[config.mk]
export PLATFORM = sky130hd
export DESIGN_NAME = usf_regs
export DESIGN_NICKNAME = d
export VERILOG_FILES = /design/src/usf_pkg.sv /design/src/usf_regs.sv /design/src/usf_fifo.sv
export SDC_FILE = /design/constraint.sdc
export NUM_CORES = 2
export LEC_CHECK = 0
export ABC_AREA = 1
export BUFFER_PORTS_ARGS = -buffer_cell sky130_fd_sc_hd__buf_2
export CAP_MARGIN = 20
export CORE_MARGIN = 2
export CORE_UTILIZATION = 40
export DETAILED_ROUTE_END_ITERATION = 10
export PLACE_DENSITY_LB_ADDON = 0.25
export SYNTH_ARGS = -nofsm -noshare
export SYNTH_HDL_FRONTEND = slang
export SYNTH_HIERARCHICAL = 1
export SYNTH_SLANG_ARGS = --single-unit
[constraint.sdc]
create_clock -name clk_sys -period 3.6 [get_ports clk_sys]
set_input_delay 0.72 -clock clk_sys [delete_from_list [all_inputs] [get_ports clk_sys]]
set_output_delay 0.72 -clock clk_sys [all_outputs]
set_load 0.01 [all_outputs]
[src/usf_pkg.sv]
// Purpose: Shared constants and types for the endpoint FIFO register slice.
// Assumes: 32-bit AHB-Lite data bus, one register per aligned word.
// Notes: Only the low address byte is decoded.

`default_nettype none

package usf_pkg;

    // Number of endpoints served by the FIFO ports.
    localparam int unsigned EP_NUM = 3;
    // Depth of each endpoint FIFO, in 16-bit words.
    localparam int unsigned FIFO_DEPTH = 32;
    // Width of one FIFO word.
    localparam int unsigned WORD_W = 16;
    // Width of the receive byte count field.
    localparam int unsigned RXCNT_W = 13;

    // Register byte offsets.
    localparam logic [7:0] OFF_RXCNT = 8'h00;
    localparam logic [7:0] OFF_CFG = 8'h04;
    localparam logic [7:0] OFF_EP0A = 8'h08;
    localparam logic [7:0] OFF_EP2B = 8'h1C;
    localparam logic [7:0] OFF_CTRL = 8'h20;
    localparam logic [7:0] OFF_STAT = 8'h24;

    // Reset value of the build option word: resizable FIFO and soft attach present.
    localparam logic [7:0] CFG_RESET = 8'h06;
    // Reset value of the endpoint select field.
    localparam logic [1:0] SEL_RESET = 2'h0;
    // Byte weights of a full and a half word.
    localparam logic [RXCNT_W-1:0] BYTES_FULL = 13'h0002;
    localparam logic [RXCNT_W-1:0] BYTES_HALF = 13'h0001;

    // One word offered by the USB link side to a receive FIFO.
    typedef struct packed {
        logic [1:0] ep;
        logic [WORD_W-1:0] data;
        logic oneByte;
        logic last;
    } usf_rx_word_t;

    // Bus slave states.
    typedef enum logic [1:0] {
        ST_IDLE,
        ST_WR,
        ST_RD,
        ST_RDONE
    } usf_state_t;

endpackage : usf_pkg

`default_nettype wire

[src/usf_regs.sv]
// Purpose: AHB-Lite register slice: receive count, build options, endpoint FIFO ports.
// Assumes: link side runs on clk_sys and offers 16-bit words with a one-byte flag.
// Notes: Reads take one wait state; writes stall while the target FIFO is full.
//
// The implementer's own choices: the placing of the registers and the AHB-Lite register port.

`timescale 1ns/1ps
`default_nettype none

// Operation
// RL1: Count in bits 12-0, upper bits zero.
// RL2: Count follows FIFO; valid while packet ready.
// RL3: Port write pushes into endpoint transmit FIFO.
// RL4: Port read pops endpoint receive FIFO.
// RL5: Ports a and b behave identically.
// RL6: Bits 7,6 amalgamate/split options, reset 0.
// RL7: Bit 5 byte order, reset 0.
// RL8: Bits 4,3 high-bandwidth iso support, reset 0.
// RL9: Bit 2 resizable FIFO, reset 1.
// RL10: Bit 1 soft attach, reset 1.
// RL11: Bit 0 PHY width, reset 0.
// RL12: Packet ready set on arrival, software clears.
// RL13: Count and options ignore writes.
module usf_regs #(
    parameter logic [7:0] BUILD_OPTS = usf_pkg::CFG_RESET,
    parameter int DEPTH = usf_pkg::FIFO_DEPTH,
    localparam int LW = $clog2(DEPTH) + 1
) (
    input wire logic clk_sys,
    input wire logic arst_n,
    input wire logic hsel,
    input wire logic [31:0] haddr,
    input wire logic [1:0] htrans,
    input wire logic hwrite,
    input wire logic [2:0] hsize,
    input wire logic [31:0] hwdata,
    input wire logic hready,
    output logic hreadyout,
    output logic hresp,
    output logic [31:0] hrdata,
    input wire usf_pkg::usf_rx_word_t rxWord,
    input wire logic rxValid,
    output logic rxReady,
    input wire logic [1:0] txEp,
    input wire logic txTake,
    output logic [15:0] txData,
    output logic txValid,
    output logic [2:0] rxPacketReady
);

    // The byte count must hold two bytes per stored word.
    if (2 * DEPTH >= (1 << usf_pkg::RXCNT_W)) begin : g_badDepth
        $error("usf_regs: DEPTH too large for the byte count");
    end

    // True when a word offset falls on one of the FIFO ports.
    function automatic logic isFifo(input logic [7:0] a);
        return (a >= usf_pkg::OFF_EP0A) && (a <= usf_pkg::OFF_EP2B);
    endfunction : isFifo

    // Endpoint number of a FIFO port; bit 2 picks port a or b and is ignored.
    function automatic logic [1:0] epOf(input logic [7:0] a);
        logic [7:0] d;
        d = a - usf_pkg::OFF_EP0A;
        return d[4:3];
    endfunction : epOf

    usf_pkg::usf_state_t st_q; // Bus slave state.
    logic [7:0] addr_q; // Word-aligned offset of the current data phase.
    logic [31:0] hrdata_q; // Registered read data.
    logic [1:0] epSel_q; // Endpoint whose byte count is shown.
    logic [2:0] pktRdy_q; // Receive packet ready flags, one per endpoint.
    logic [usf_pkg::RXCNT_W-1:0] byteCnt_q [usf_pkg::EP_NUM]; // Bytes held per endpoint.
    logic accept; // A new address phase is taken this cycle.
    logic fifoHit; // Data phase targets a FIFO port.
    logic [1:0] epHit; // Endpoint of that port.
    logic [2:0] txInValid;
    logic [2:0] txInReady;
    logic [2:0] txOutValid;
    logic [2:0] txOutReady;
    logic [15:0] txOutWord [usf_pkg::EP_NUM];
    logic [LW-1:0] txLvl [usf_pkg::EP_NUM];
    logic [2:0] rxInValid;
    logic [2:0] rxInReady;
    logic [2:0] rxOutValid;
    logic [2:0] rxOutReady;
    logic [15:0] rxOutWord [usf_pkg::EP_NUM];
    logic [LW-1:0] rxLvl [usf_pkg::EP_NUM];
    logic rxOneByte [usf_pkg::EP_NUM]; // Whether the head word carries one byte only.

    assign fifoHit = isFifo(addr_q);
    assign epHit = epOf(addr_q);
    assign accept = hsel && htrans[1] && hready;
    assign hresp = 1'b0;
    assign hrdata = hrdata_q;
    assign rxPacketReady = pktRdy_q;

    // Ready to the bus: writes wait for room, reads insert one wait state.
    always_comb begin
        case (st_q)
            usf_pkg::ST_WR: hreadyout = !(fifoHit && !txInReady[epHit]);
            usf_pkg::ST_RD: hreadyout = 1'b0;
            default: hreadyout = 1'b1;
        endcase
    end

    // Slave state: a new transfer starts only where the bus sees ready.
    always_ff @(posedge clk_sys or negedge arst_n) begin
        if (!arst_n) begin
            st_q <= usf_pkg::ST_IDLE;
        end else if (st_q == usf_pkg::ST_RD) begin
            st_q <= usf_pkg::ST_RDONE;
        end else if (hreadyout) begin
            if (accept) begin
                st_q <= hwrite ? usf_pkg::ST_WR : usf_pkg::ST_RD;
            end else begin
                st_q <= usf_pkg::ST_IDLE;
            end
        end
    end

    // Address capture; only the low byte is decoded, so upper bits alias.
    always_ff @(posedge clk_sys or negedge arst_n) begin
        if (!arst_n) begin
            addr_q <= 8'h00;
        end else if (hreadyout && accept) begin
            addr_q <= {haddr[7:2], 2'b00};
        end
    end

    // Read data is built in the wait state so that it leaves a flip-flop.
    always_ff @(posedge clk_sys or negedge arst_n) begin
        if (!arst_n) begin
            hrdata_q <= 32'h0000_0000;
        end else if (st_q == usf_pkg::ST_RD) begin
            if (fifoHit) begin
                // An empty FIFO answers zero rather than hanging the bus.
                hrdata_q <= rxOutValid[epHit] ? 32'(rxOutWord[epHit]) : 32'h0000_0000; // [RL4] [RL5]
            end else begin
                case (addr_q)
                    usf_pkg::OFF_RXCNT: hrdata_q <= (epSel_q < 2'd3) ? 32'(byteCnt_q[epSel_q]) : 32'h0000_0000; // [RL1]
                    usf_pkg::OFF_CFG: hrdata_q <= 32'(BUILD_OPTS); // [RL6] [RL7] [RL8] [RL9] [RL10] [RL11]
                    usf_pkg::OFF_CTRL: hrdata_q <= 32'(epSel_q);
                    usf_pkg::OFF_STAT: hrdata_q <= 32'(pktRdy_q);
                    default: hrdata_q <= 32'h0000_0000;
                endcase
            end
        end
    end

    // Endpoint select for the count view; the count and option words have no write path.
    always_ff @(posedge clk_sys or negedge arst_n) begin
        if (!arst_n) begin
            epSel_q <= usf_pkg::SEL_RESET;
        end else if (st_q == usf_pkg::ST_WR && addr_q == usf_pkg::OFF_CTRL) begin
            epSel_q <= hwdata[1:0]; // [RL13]
        end
    end

    // Packet ready: set on the last word of a packet, cleared by writing one.
    // A packet ending in the cycle of the clear keeps its flag.
    always_ff @(posedge clk_sys or negedge arst_n) begin
        if (!arst_n) begin
            pktRdy_q <= 3'b000;
        end else begin
            for (int e = 0; e < usf_pkg::EP_NUM; e++) begin
                if (rxInValid[e] && rxInReady[e] && rxWord.last) begin
                    pktRdy_q[e] <= 1'b1; // [RL12]
                end else if (st_q == usf_pkg::ST_WR && addr_q == usf_pkg::OFF_STAT && hwdata[e]) begin
                    pktRdy_q[e] <= 1'b0; // [RL12]
                end
            end
        end
    end

    // Byte counts follow every push and pop, so they are live while data moves.
    always_ff @(posedge clk_sys or negedge arst_n) begin
        if (!arst_n) begin
            for (int e = 0; e < usf_pkg::EP_NUM; e++) begin
                byteCnt_q[e] <= '0;
            end
        end else begin
            for (int e = 0; e < usf_pkg::EP_NUM; e++) begin
                byteCnt_q[e] <= byteCnt_q[e]
                    + ((rxInValid[e] && rxInReady[e]) ? (rxWord.oneByte ? usf_pkg::BYTES_HALF : usf_pkg::BYTES_FULL) : '0)
                    - ((rxOutValid[e] && rxOutReady[e]) ? (rxOneByte[e] ? usf_pkg::BYTES_HALF : usf_pkg::BYTES_FULL) : '0); // [RL2]
            end
        end
    end

    // Link side: route the offered word to its endpoint; words for absent endpoints are swallowed.
    assign rxReady = (rxWord.ep < 2'd3) ? rxInReady[rxWord.ep] : 1'b1;
    assign txData = (txEp < 2'd3) ? txOutWord[txEp] : 16'h0000;
    assign txValid = (txEp < 2'd3) ? txOutValid[txEp] : 1'b0;

    // One transmit and one receive FIFO per endpoint; ports a and b share them.
    for (genvar e = 0; e < usf_pkg::EP_NUM; e++) begin : g_ep
        logic [16:0] rxHead; // Receive word with its one-byte flag.

        assign txInValid[e] = (st_q == usf_pkg::ST_WR) && fifoHit && (epHit == 2'(e)); // [RL3] [RL5]
        assign txOutReady[e] = txTake && (txEp == 2'(e));
        assign rxInValid[e] = rxValid && (rxWord.ep == 2'(e));
        assign rxOutReady[e] = (st_q == usf_pkg::ST_RD) && fifoHit && (epHit == 2'(e)); // [RL4]
        assign rxOutWord[e] = rxHead[15:0];
        assign rxOneByte[e] = rxHead[16];

        usf_fifo #(
            .WIDTH(16),
            .DEPTH(DEPTH)
        ) u_tx (
            .clk_sys(clk_sys),
            .arst_n(arst_n),
            .inWord(hwdata[15:0]),
            .inValid(txInValid[e]),
            .inReady(txInReady[e]),
            .outWord(txOutWord[e]),
            .outValid(txOutValid[e]),
            .outReady(txOutReady[e]),
            .level(txLvl[e])
        );

        usf_fifo #(
            .WIDTH(17),
            .DEPTH(DEPTH)
        ) u_rx (
            .clk_sys(clk_sys),
            .arst_n(arst_n),
            .inWord({rxWord.oneByte, rxWord.data}),
            .inValid(rxInValid[e]),
            .inReady(rxInReady[e]),
            .outWord(rxHead),
            .outValid(rxOutValid[e]),
            .outReady(rxOutReady[e]),
            .level(rxLvl[e])
        );
    end

    // Checks on the register slice.
    property p_cnt_upper;
        @(posedge clk_sys) disable iff (!arst_n)
        (st_q == usf_pkg::ST_RD && addr_q == usf_pkg::OFF_RXCNT) |=> (hrdata[31:13] == 19'h0_0000);
    endproperty
    a_cnt_upper: assert property (p_cnt_upper) else $error("count upper bits not zero"); // [RL1]

    property p_cnt_empty;
        @(posedge clk_sys) disable iff (!arst_n)
        (rxLvl[0] == '0) |-> (byteCnt_q[0] == '0);
    endproperty
    a_cnt_empty: assert property (p_cnt_empty) else $error("count nonzero with empty FIFO"); // [RL2]

    property p_wr_push;
        @(posedge clk_sys) disable iff (!arst_n)
        (st_q == usf_pkg::ST_WR && fifoHit && hreadyout && !(txTake && txEp == epHit))
        |=> (txLvl[$past(epHit)] == $past(txLvl[epHit]) + 1'b1);
    endproperty
    a_wr_push: assert property (p_wr_push) else $error("port write did not load FIFO"); // [RL3] [RL5]

    property p_rd_pop;
        @(posedge clk_sys) disable iff (!arst_n)
        (st_q == usf_pkg::ST_RD && fifoHit && rxOutValid[epHit] && !rxInValid[epHit])
        |=> !hreadyout ##0 (rxLvl[$past(epHit)] == $past(rxLvl[epHit]) - 1'b1) or
            (hreadyout && rxLvl[$past(epHit)] == $past(rxLvl[epHit]) - 1'b1);
    endproperty
    a_rd_pop: assert property (p_rd_pop) else $error("port read did not unload FIFO"); // [RL4]

    property p_rd_wait;
        @(posedge clk_sys) disable iff (!arst_n)
        (st_q == usf_pkg::ST_RD) |-> !hreadyout ##1 (hreadyout && hrdata[31:16] == 16'h0000);
    endproperty
    a_rd_wait: assert property (p_rd_wait) else $error("read answer not one wait state"); // [RL4]

    property p_cfg_read;
        @(posedge clk_sys) disable iff (!arst_n)
        (st_q == usf_pkg::ST_RD && addr_q == usf_pkg::OFF_CFG) ##1 hreadyout |-> (hrdata == 32'(BUILD_OPTS));
    endproperty
    a_cfg_read: assert property (p_cfg_read) else $error("option word wrong"); // [RL6] [RL7] [RL8] [RL9] [RL10] [RL11]

    property p_rdy_set;
        @(posedge clk_sys) disable iff (!arst_n)
        (rxValid && rxReady && rxWord.last && rxWord.ep < 2'd3) |=> rxPacketReady[$past(rxWord.ep)];
    endproperty
    a_rdy_set: assert property (p_rdy_set) else $error("packet ready not set"); // [RL12]

    property p_ro_write;
        @(posedge clk_sys) disable iff (!arst_n)
        (st_q == usf_pkg::ST_WR && (addr_q == usf_pkg::OFF_CFG || addr_q == usf_pkg::OFF_RXCNT))
        |=> $stable(epSel_q) && (rxPacketReady == ($past(rxPacketReady) | rxPacketReady));
    endproperty
    a_ro_write: assert property (p_ro_write) else $error("read-only write had an effect"); // [RL13]

endmodule : usf_regs

`default_nettype wire

[src/usf_fifo.sv]
// Purpose: Synchronous FIFO used for every endpoint direction.
// Assumes: DEPTH is a power of two, at least two.
// Notes: Valid/ready on both sides; level reports stored words.

`timescale 1ns/1ps
`default_nettype none

module usf_fifo #(
    parameter int WIDTH = 16,
    parameter int DEPTH = 32,
    localparam int PW = $clog2(DEPTH)
) (
    input wire logic clk_sys,
    input wire logic arst_n,
    input wire logic [WIDTH-1:0] inWord,
    input wire logic inValid,
    output logic inReady,
    output logic [WIDTH-1:0] outWord,
    output logic outValid,
    input wire logic outReady,
    output logic [PW:0] level
);

    // Refuse shapes the pointer arithmetic cannot serve.
    if (DEPTH < 2 || (1 << PW) != DEPTH) begin : g_badDepth
        $error("usf_fifo: DEPTH must be a power of two of at least two");
    end

    // Storage; not reset, since stale words are never shown as valid.
    logic [WIDTH-1:0] mem [DEPTH];
    // Pointers carry one extra wrap bit to tell full from empty.
    logic [PW:0] wrPtr_q;
    logic [PW:0] rdPtr_q;
    logic push;
    logic pop;

    assign level = wrPtr_q - rdPtr_q;
    assign inReady = (level != (PW+1)'(DEPTH));
    assign outValid = (wrPtr_q != rdPtr_q);
    assign outWord = mem[rdPtr_q[PW-1:0]];
    assign push = inValid && inReady;
    assign pop = outValid && outReady;

    // Write side stores the word at the write pointer.
    always_ff @(posedge clk_sys) begin
        if (push) begin
            mem[wrPtr_q[PW-1:0]] <= inWord;
        end
    end

    // Write pointer advances on every accepted word.
    always_ff @(posedge clk_sys or negedge arst_n) begin
        if (!arst_n) begin
            wrPtr_q <= '0;
        end else if (push) begin
            wrPtr_q <= wrPtr_q + 1'b1;
        end
    end

    // Read pointer advances on every word taken away.
    always_ff @(posedge clk_sys or negedge arst_n) begin
        if (!arst_n) begin
            rdPtr_q <= '0;
        end else if (pop) begin
            rdPtr_q <= rdPtr_q + 1'b1;
        end
    end

endmodule : usf_fifo

`default_nettype wire

Word-level counts from Yosys, hierarchy flattened
Memories as Yosys holds them, arrays and structs flattened.
Index checks and enable logic that the tools add are counted.
W data, S select, Z words.

word-level totals
  memory bits (writable) = 3168
  flip-flop bits (word level) = 156
  memories kept = 6
  logic and storage cells = 196
  input port bits = 98

memory list
  memory            words  bits a word  read ports  clocked after memory_dff  write ports  line            source
  g_ep[0].u_rx.mem  32     17           1           0                         1            usf_fifo.sv:30  logic [WIDTH-1:0] mem [DEPTH];
  g_ep[1].u_rx.mem  32     17           1           0                         1            usf_fifo.sv:30
  g_ep[2].u_rx.mem  32     17           1           0                         1            usf_fifo.sv:30
  g_ep[0].u_tx.mem  32     16           1           0                         1            usf_fifo.sv:30
  g_ep[1].u_tx.mem  32     16           1           0                         1            usf_fifo.sv:30
  g_ep[2].u_tx.mem  32     16           1           0                         1            usf_fifo.sv:30

cells by class
  $add $sub $neg = 25
  reductions and logical operators = 49
  bitwise gates (word level) = 3
  order comparisons = 11
  muxes and demuxes = 57
  equality and inequality tests = 23

operators by type and width
  kind                   count
  $mux W16               7
  $add A6 B1 Y6 const B  12
  $mux W13               5
  $bmux W16 S2           2
  $pmux W13 S4           1
  $logic_and A1 B1 Y1    39
  $sub A13 B2 Y13        3
  $ne A6 B6 Y1           6
  $ne A6 B6 Y1 const B   6
  $sub A6 B6 Y6          6
  $add A13 B13 Y13       2
  $bmux W13 S2           1
  $mux W1                24
  $mux W2                12
  $add A13 B2 Y13        1
  $eq A6 B4 Y1 const B   2
  $ge A3 B3 Y1 const B   3
  $lt A2 B3 Y1 const B   3
  $not A2 Y3             3
  $bmux W1 S2            4
  $eq A2 B1 Y1 const B   4
  $eq A2 B2 Y1 const B   4
  $ge A8 B4 Y1 const B   1
  $le A8 B5 Y1 const B   1
  8 further kinds        16

Logic depth before layout (Yosys ltp)
  word-level depth = 10
  gate-level depth with buffers = 26

Hierarchy
The synthesis kept the hierarchy.

modules (own cells, without submodules)
  module                        area an instance (um2)  instances  cells each
  usf_fifo at g_ep[1].u_rx ...  22890.7                 2          1919
  usf_fifo at g_ep[0].u_tx ...  21635.8                 2          1820
  usf_fifo at g_ep[0].u_rx      22954.5                 1          1928
  usf_fifo at g_ep[2].u_tx      21688.3                 1          1820
  usf_regs                      5900.7                  1          878

Least setup slack after synthesis
No wires, ideal clock.

  path type = flip-flop to flip-flop
  start = reg g_ep[0].u_rx.rdPtr_q[3]
  end = reg byteCnt_q[38] (netlist name)
  arrival = 3727 ps
  data required time = 3483 ps
  cell stages (with the launch flop) = 24
  setup time = 117 ps
  path slack = -244 ps
  path buffers = 2
  period minus slack after synthesis = 3844 ps
  path through = dfrtp_1 > inv_1 > clkbuf_1 > buf_1 > ha_1 > nand2_1 > inv_1 > nand2_1 > nand3_1 > nand2_1 > nand2_2 > nand2_4 > nand3_1 > nor2_1 > nand2_1 > ha_1 > inv_1 > ha_1 > inv_1 > fa_1 > o21ai_0 > nand3_1 > nand4_1 > nand2_1

RTL lines
  item                             line             source
  from (decl)                      usf_fifo.sv:33   logic [PW:0] rdPtr_q;
  from (signal assigned)           usf_fifo.sv:65   rdPtr_q <= rdPtr_q + 1'b1;
  to (signal, indexed assignment)  usf_regs.sv:184  byteCnt_q[e] <= byteCnt_q[e]
  to (decl)                        usf_regs.sv:73   logic [usf_pkg::RXCNT_W-1:0] byteCnt_q [usf_pkg::EP_NUM];

Final worst setup path
  start = reg g_ep[1].u_tx.rdPtr_q[0]
  end = out hreadyout

between the ends
  longest elaborated chain between the ends = 8

ends and longest elaborated chain
  item                           line             source
  from (decl)                    usf_fifo.sv:33
  from (signal assigned)         usf_fifo.sv:65
  $sub A6 B6 Y6                  usf_fifo.sv:37   assign level = wrPtr_q - rdPtr_q;
  $ne A6 B6 Y1                   usf_fifo.sv:38   assign inReady = (level != (PW+1)'(DEPTH));
  via txInReady[1]               usf_regs.sv:78   logic [2:0] txInReady;
  $bmux W1 S2                    usf_regs.sv:101  usf_pkg::ST_WR: hreadyout = !(fifoHit && !txInReady[epHit]);
  $mux W1 (not written as such)  usf_regs.sv:101
  $logic_not A1 Y1               usf_regs.sv:101
  $logic_and A1 B1 Y1            usf_regs.sv:101
  $logic_not A1 Y1               usf_regs.sv:101
  $pmux W1 S2                    usf_regs.sv:100  case (st_q)
  to (decl)                      usf_regs.sv:38   output logic hreadyout,

The timed path passes the listed nets, and every way through them passes these cells. The select of a mux whose other input is x is not followed.

==> flow_summary.toml <==
[status]
status = "finished with violations"
failed_checks = "negative setup slack"

[power_and_ir_drop]
leakagePower_uw = 0.05708
power.density_nw_per_um2 = 746.7
totalPowerFinal_uw = 121400
peakVddDrop_mv = 0.4746

[yosys]
syn_area_um2 = 139500
synthCells = 12086
ys_warn_count = 6
syn-mean-instance-area_um2 = 11.54

[flow_run]
maxCapViolCount = 0

[timing]
finalWorstSetupSlack_ps = -511.4
hold_viol = 0
slew_violations = 0
fin_crit_ps = 4111
timing.hold.ws_ps = 68.27
max_slew_margin = 0.2270
clock.fmax_mhz = 243.2
skew_ps = 91.44
setup_viol = 18
period_share = 1.142
worst_pin_slew_ps = 1160
rsz0062_at_grt = "true"

[global_route]
grt_pass1_vias = 89681
grt_max_degree = 97
grt_pass1_wl_mm = 582.6
overflow = 0
grtUsageTotal = 0.2168
antenna_found_initial = 8

[cells_and_area]
syn_to_final_growth_pct = 16.52
layout-drive-gt1-share = 0.1346
fin_nets = 12659
fin_cells = 17314
fin_area_um2 = 162600
fillers = 30698

[clock_network]
cts.sinks = 3308
insertion_delay_ps = 970
clk_pin_slew_ps = 60
root_buffer = "clkbuf_16"
tritoncts = "built"
cts_buffers = 352
ctsHtreeMaxLevel = 5
clk_path_buf_depth = 4

[place]
place_ws_ps = -241.3
place_hpwl_mm = 226.6
dpl.cell_count = 16568
routabilityCongestion = 0.8790
place.port_buffers = 89
postPlaceCellArea_um2 = 147300

[worst_setup_path]
crit_type = "flop to output port"
worstPathArrival_ps = 3390
cp_max_fo = 6
worstSetupEndpointType = "output port"
crit_required_ps = 2880
startpoint_type = "flop"

[drt]
detail_route.wl_per_cell_um = 23.18
routed_wl_mm = 401.3
vias_per_cell = 5.439
first_pass_iters = 6
route.antenna.remaining_nets = 0
first_iter_violations = 10089
drcViolationCount = 0
via_count = 94177

[floorplanning]
die_area_um2 = 353600
io_pins = 153
initial_utilization = 0.4024
core_um2 = 346700
chipWidth_um = 594.6
die_y_um = 594.6
row_count = 216

[min_path]
min_path_type = "input port to flop"
[area by class of cell]
type	instances	area (um^2)	area share
multi-input combinational	7674	37180	0.2287
timing repair inverter	2	28.78	0.0001770
inverter	402	1608	0.009889
clock inverter	210	2062	0.01268
clock buffer	430	9238	0.05682
tap	4578	5728	0.03523
sequential	3308	98680	0.6070
timing repair buffer	707	8049	0.04951
antenna	3	7.507	0.00004617
[cells in the final DEF (no fill, tap or decap), types with 11 or more instances in the layout]
master	count
bufinv_16	33
nand3_1	1017
ha_1	92
nor2_2	35
clkbuf_16	384
buf_16	38
nand3_2	51
nor2_1	2244
xnor2_1	29
bufbuf_16	12
dfrtp_1	124
nand4_1	37
dfrtp_4	12
o21ai_2	12
inv_6	11
buf_6	46
inv_2	31
inv_1	341
buf_2	36
buf_4	452
nor2_4	92
a21oi_1	182
nand2_1	1878
clkinv_1	90
conb_1	17
o211ai_1	302
nand3_4	14
o21ai_0	1170
xor2_1	41
nand2_4	17
clkinv_2	71
nand2_2	124
a21oi_2	67
clkinvlp_4	11
buf_12	84
edfxtp_1	3168
o21ai_1	164
nor3_1	36
clkbuf_1	70
[critical path, cell delays in order, from the launching register on]
cell and delay (ps):
dfrtp_4 560, ha_4 190, fa_2 520, nand2_2 60, nor2_4 110, nand3_2 100, nor2_4 140, nand2_8 120
o21ai_4 170, nand3_4 160, inv_4 110, nor2_4 40, buf_6 120
[power breakdown]
group / switching [uW] / internal [uW] / leakage (uW)
Clock: 15200 / 20700 / 0.00551
Combinational: 27700 / 14100 / 0.0214
Sequential: 702 / 43100 / 0.0302
Total: 43600 / 77800 / 0.0571
[layer usage]
| metal | global-route usage | part of all wire | wire length (um) | vias up |
|---|---|---|---|---|
| met5 | 0 | 0.000052 | 21 | - |
| met4 | 0.05782 | 0.027 | 10970 | 4 |
| met3 | 0.03198 | 0.077 | 30960 | 547 |
| met2 | 0.3470 | 0.47 | 187000 | 3692 |
| met1 | 0.3091 | 0.43 | 172300 | 46824 |
| li1 | - | - | - | 43110 |
[through the flow]
step	setup TNS, ps	utilization
5_1_grt	-8889	0.4689
6_report	-7051	0.4689
3_5_place_dp	-1237	0.4247
2_1_floorplan	0	-
3_3_place_gp	-2104	0.4247
4_1_cts	-8391	0.4631
[path summary, 6_finish.rpt]
kind                            cells past startpoint  slack (ps)                      end                     from
max in group asynchronous                           3        2200  g_ep[2].u_tx/rdPtr_q[1]                   arst_n
worst max register to register                     20         120            byteCnt_q[37]  g_ep[0].u_rx/rdPtr_q[0]
worst max-delay path                               12        -510                hreadyout  g_ep[1].u_tx/rdPtr_q[0]
worst min-delay path                                3          70                addr_q[6]                 haddr[6]
min in group asynchronous                           2         480  g_ep[2].u_rx/rdPtr_q[0]                   arst_n
worst min register to register                      2         500  g_ep[0].u_rx/wrPtr_q[5]  g_ep[0].u_rx/wrPtr_q[5]
[registers in the layout (all words and copies together) (netlist names)]
register / cells
g_ep.u_rx/mem: 1632
g_ep.u_rx/wrPtr_q: 18
hrdata: 16
g_ep.u_rx/rdPtr_q: 18
g_ep.u_tx/rdPtr_q: 18
g_ep.u_tx/mem: 1536
byteCnt_q: 39
g_ep.u_tx/wrPtr_q: 18
st_q: 2
addr_q: 6
rxPacketReady: 3
epSel_q: 2
[what timing repair did]
item | CTS | global route
endpoints found under the setup margin | 32 | 59
resized for setup | 275 | 332
buffers inserted | 24 | 24
gates cloned | 25 | 29
endpoints found under the hold margin | 65 | 0
pin swaps | 69 | 114
hold buffers | 3 | 0
No activity file was read; power rests on OpenSTA's default activity.
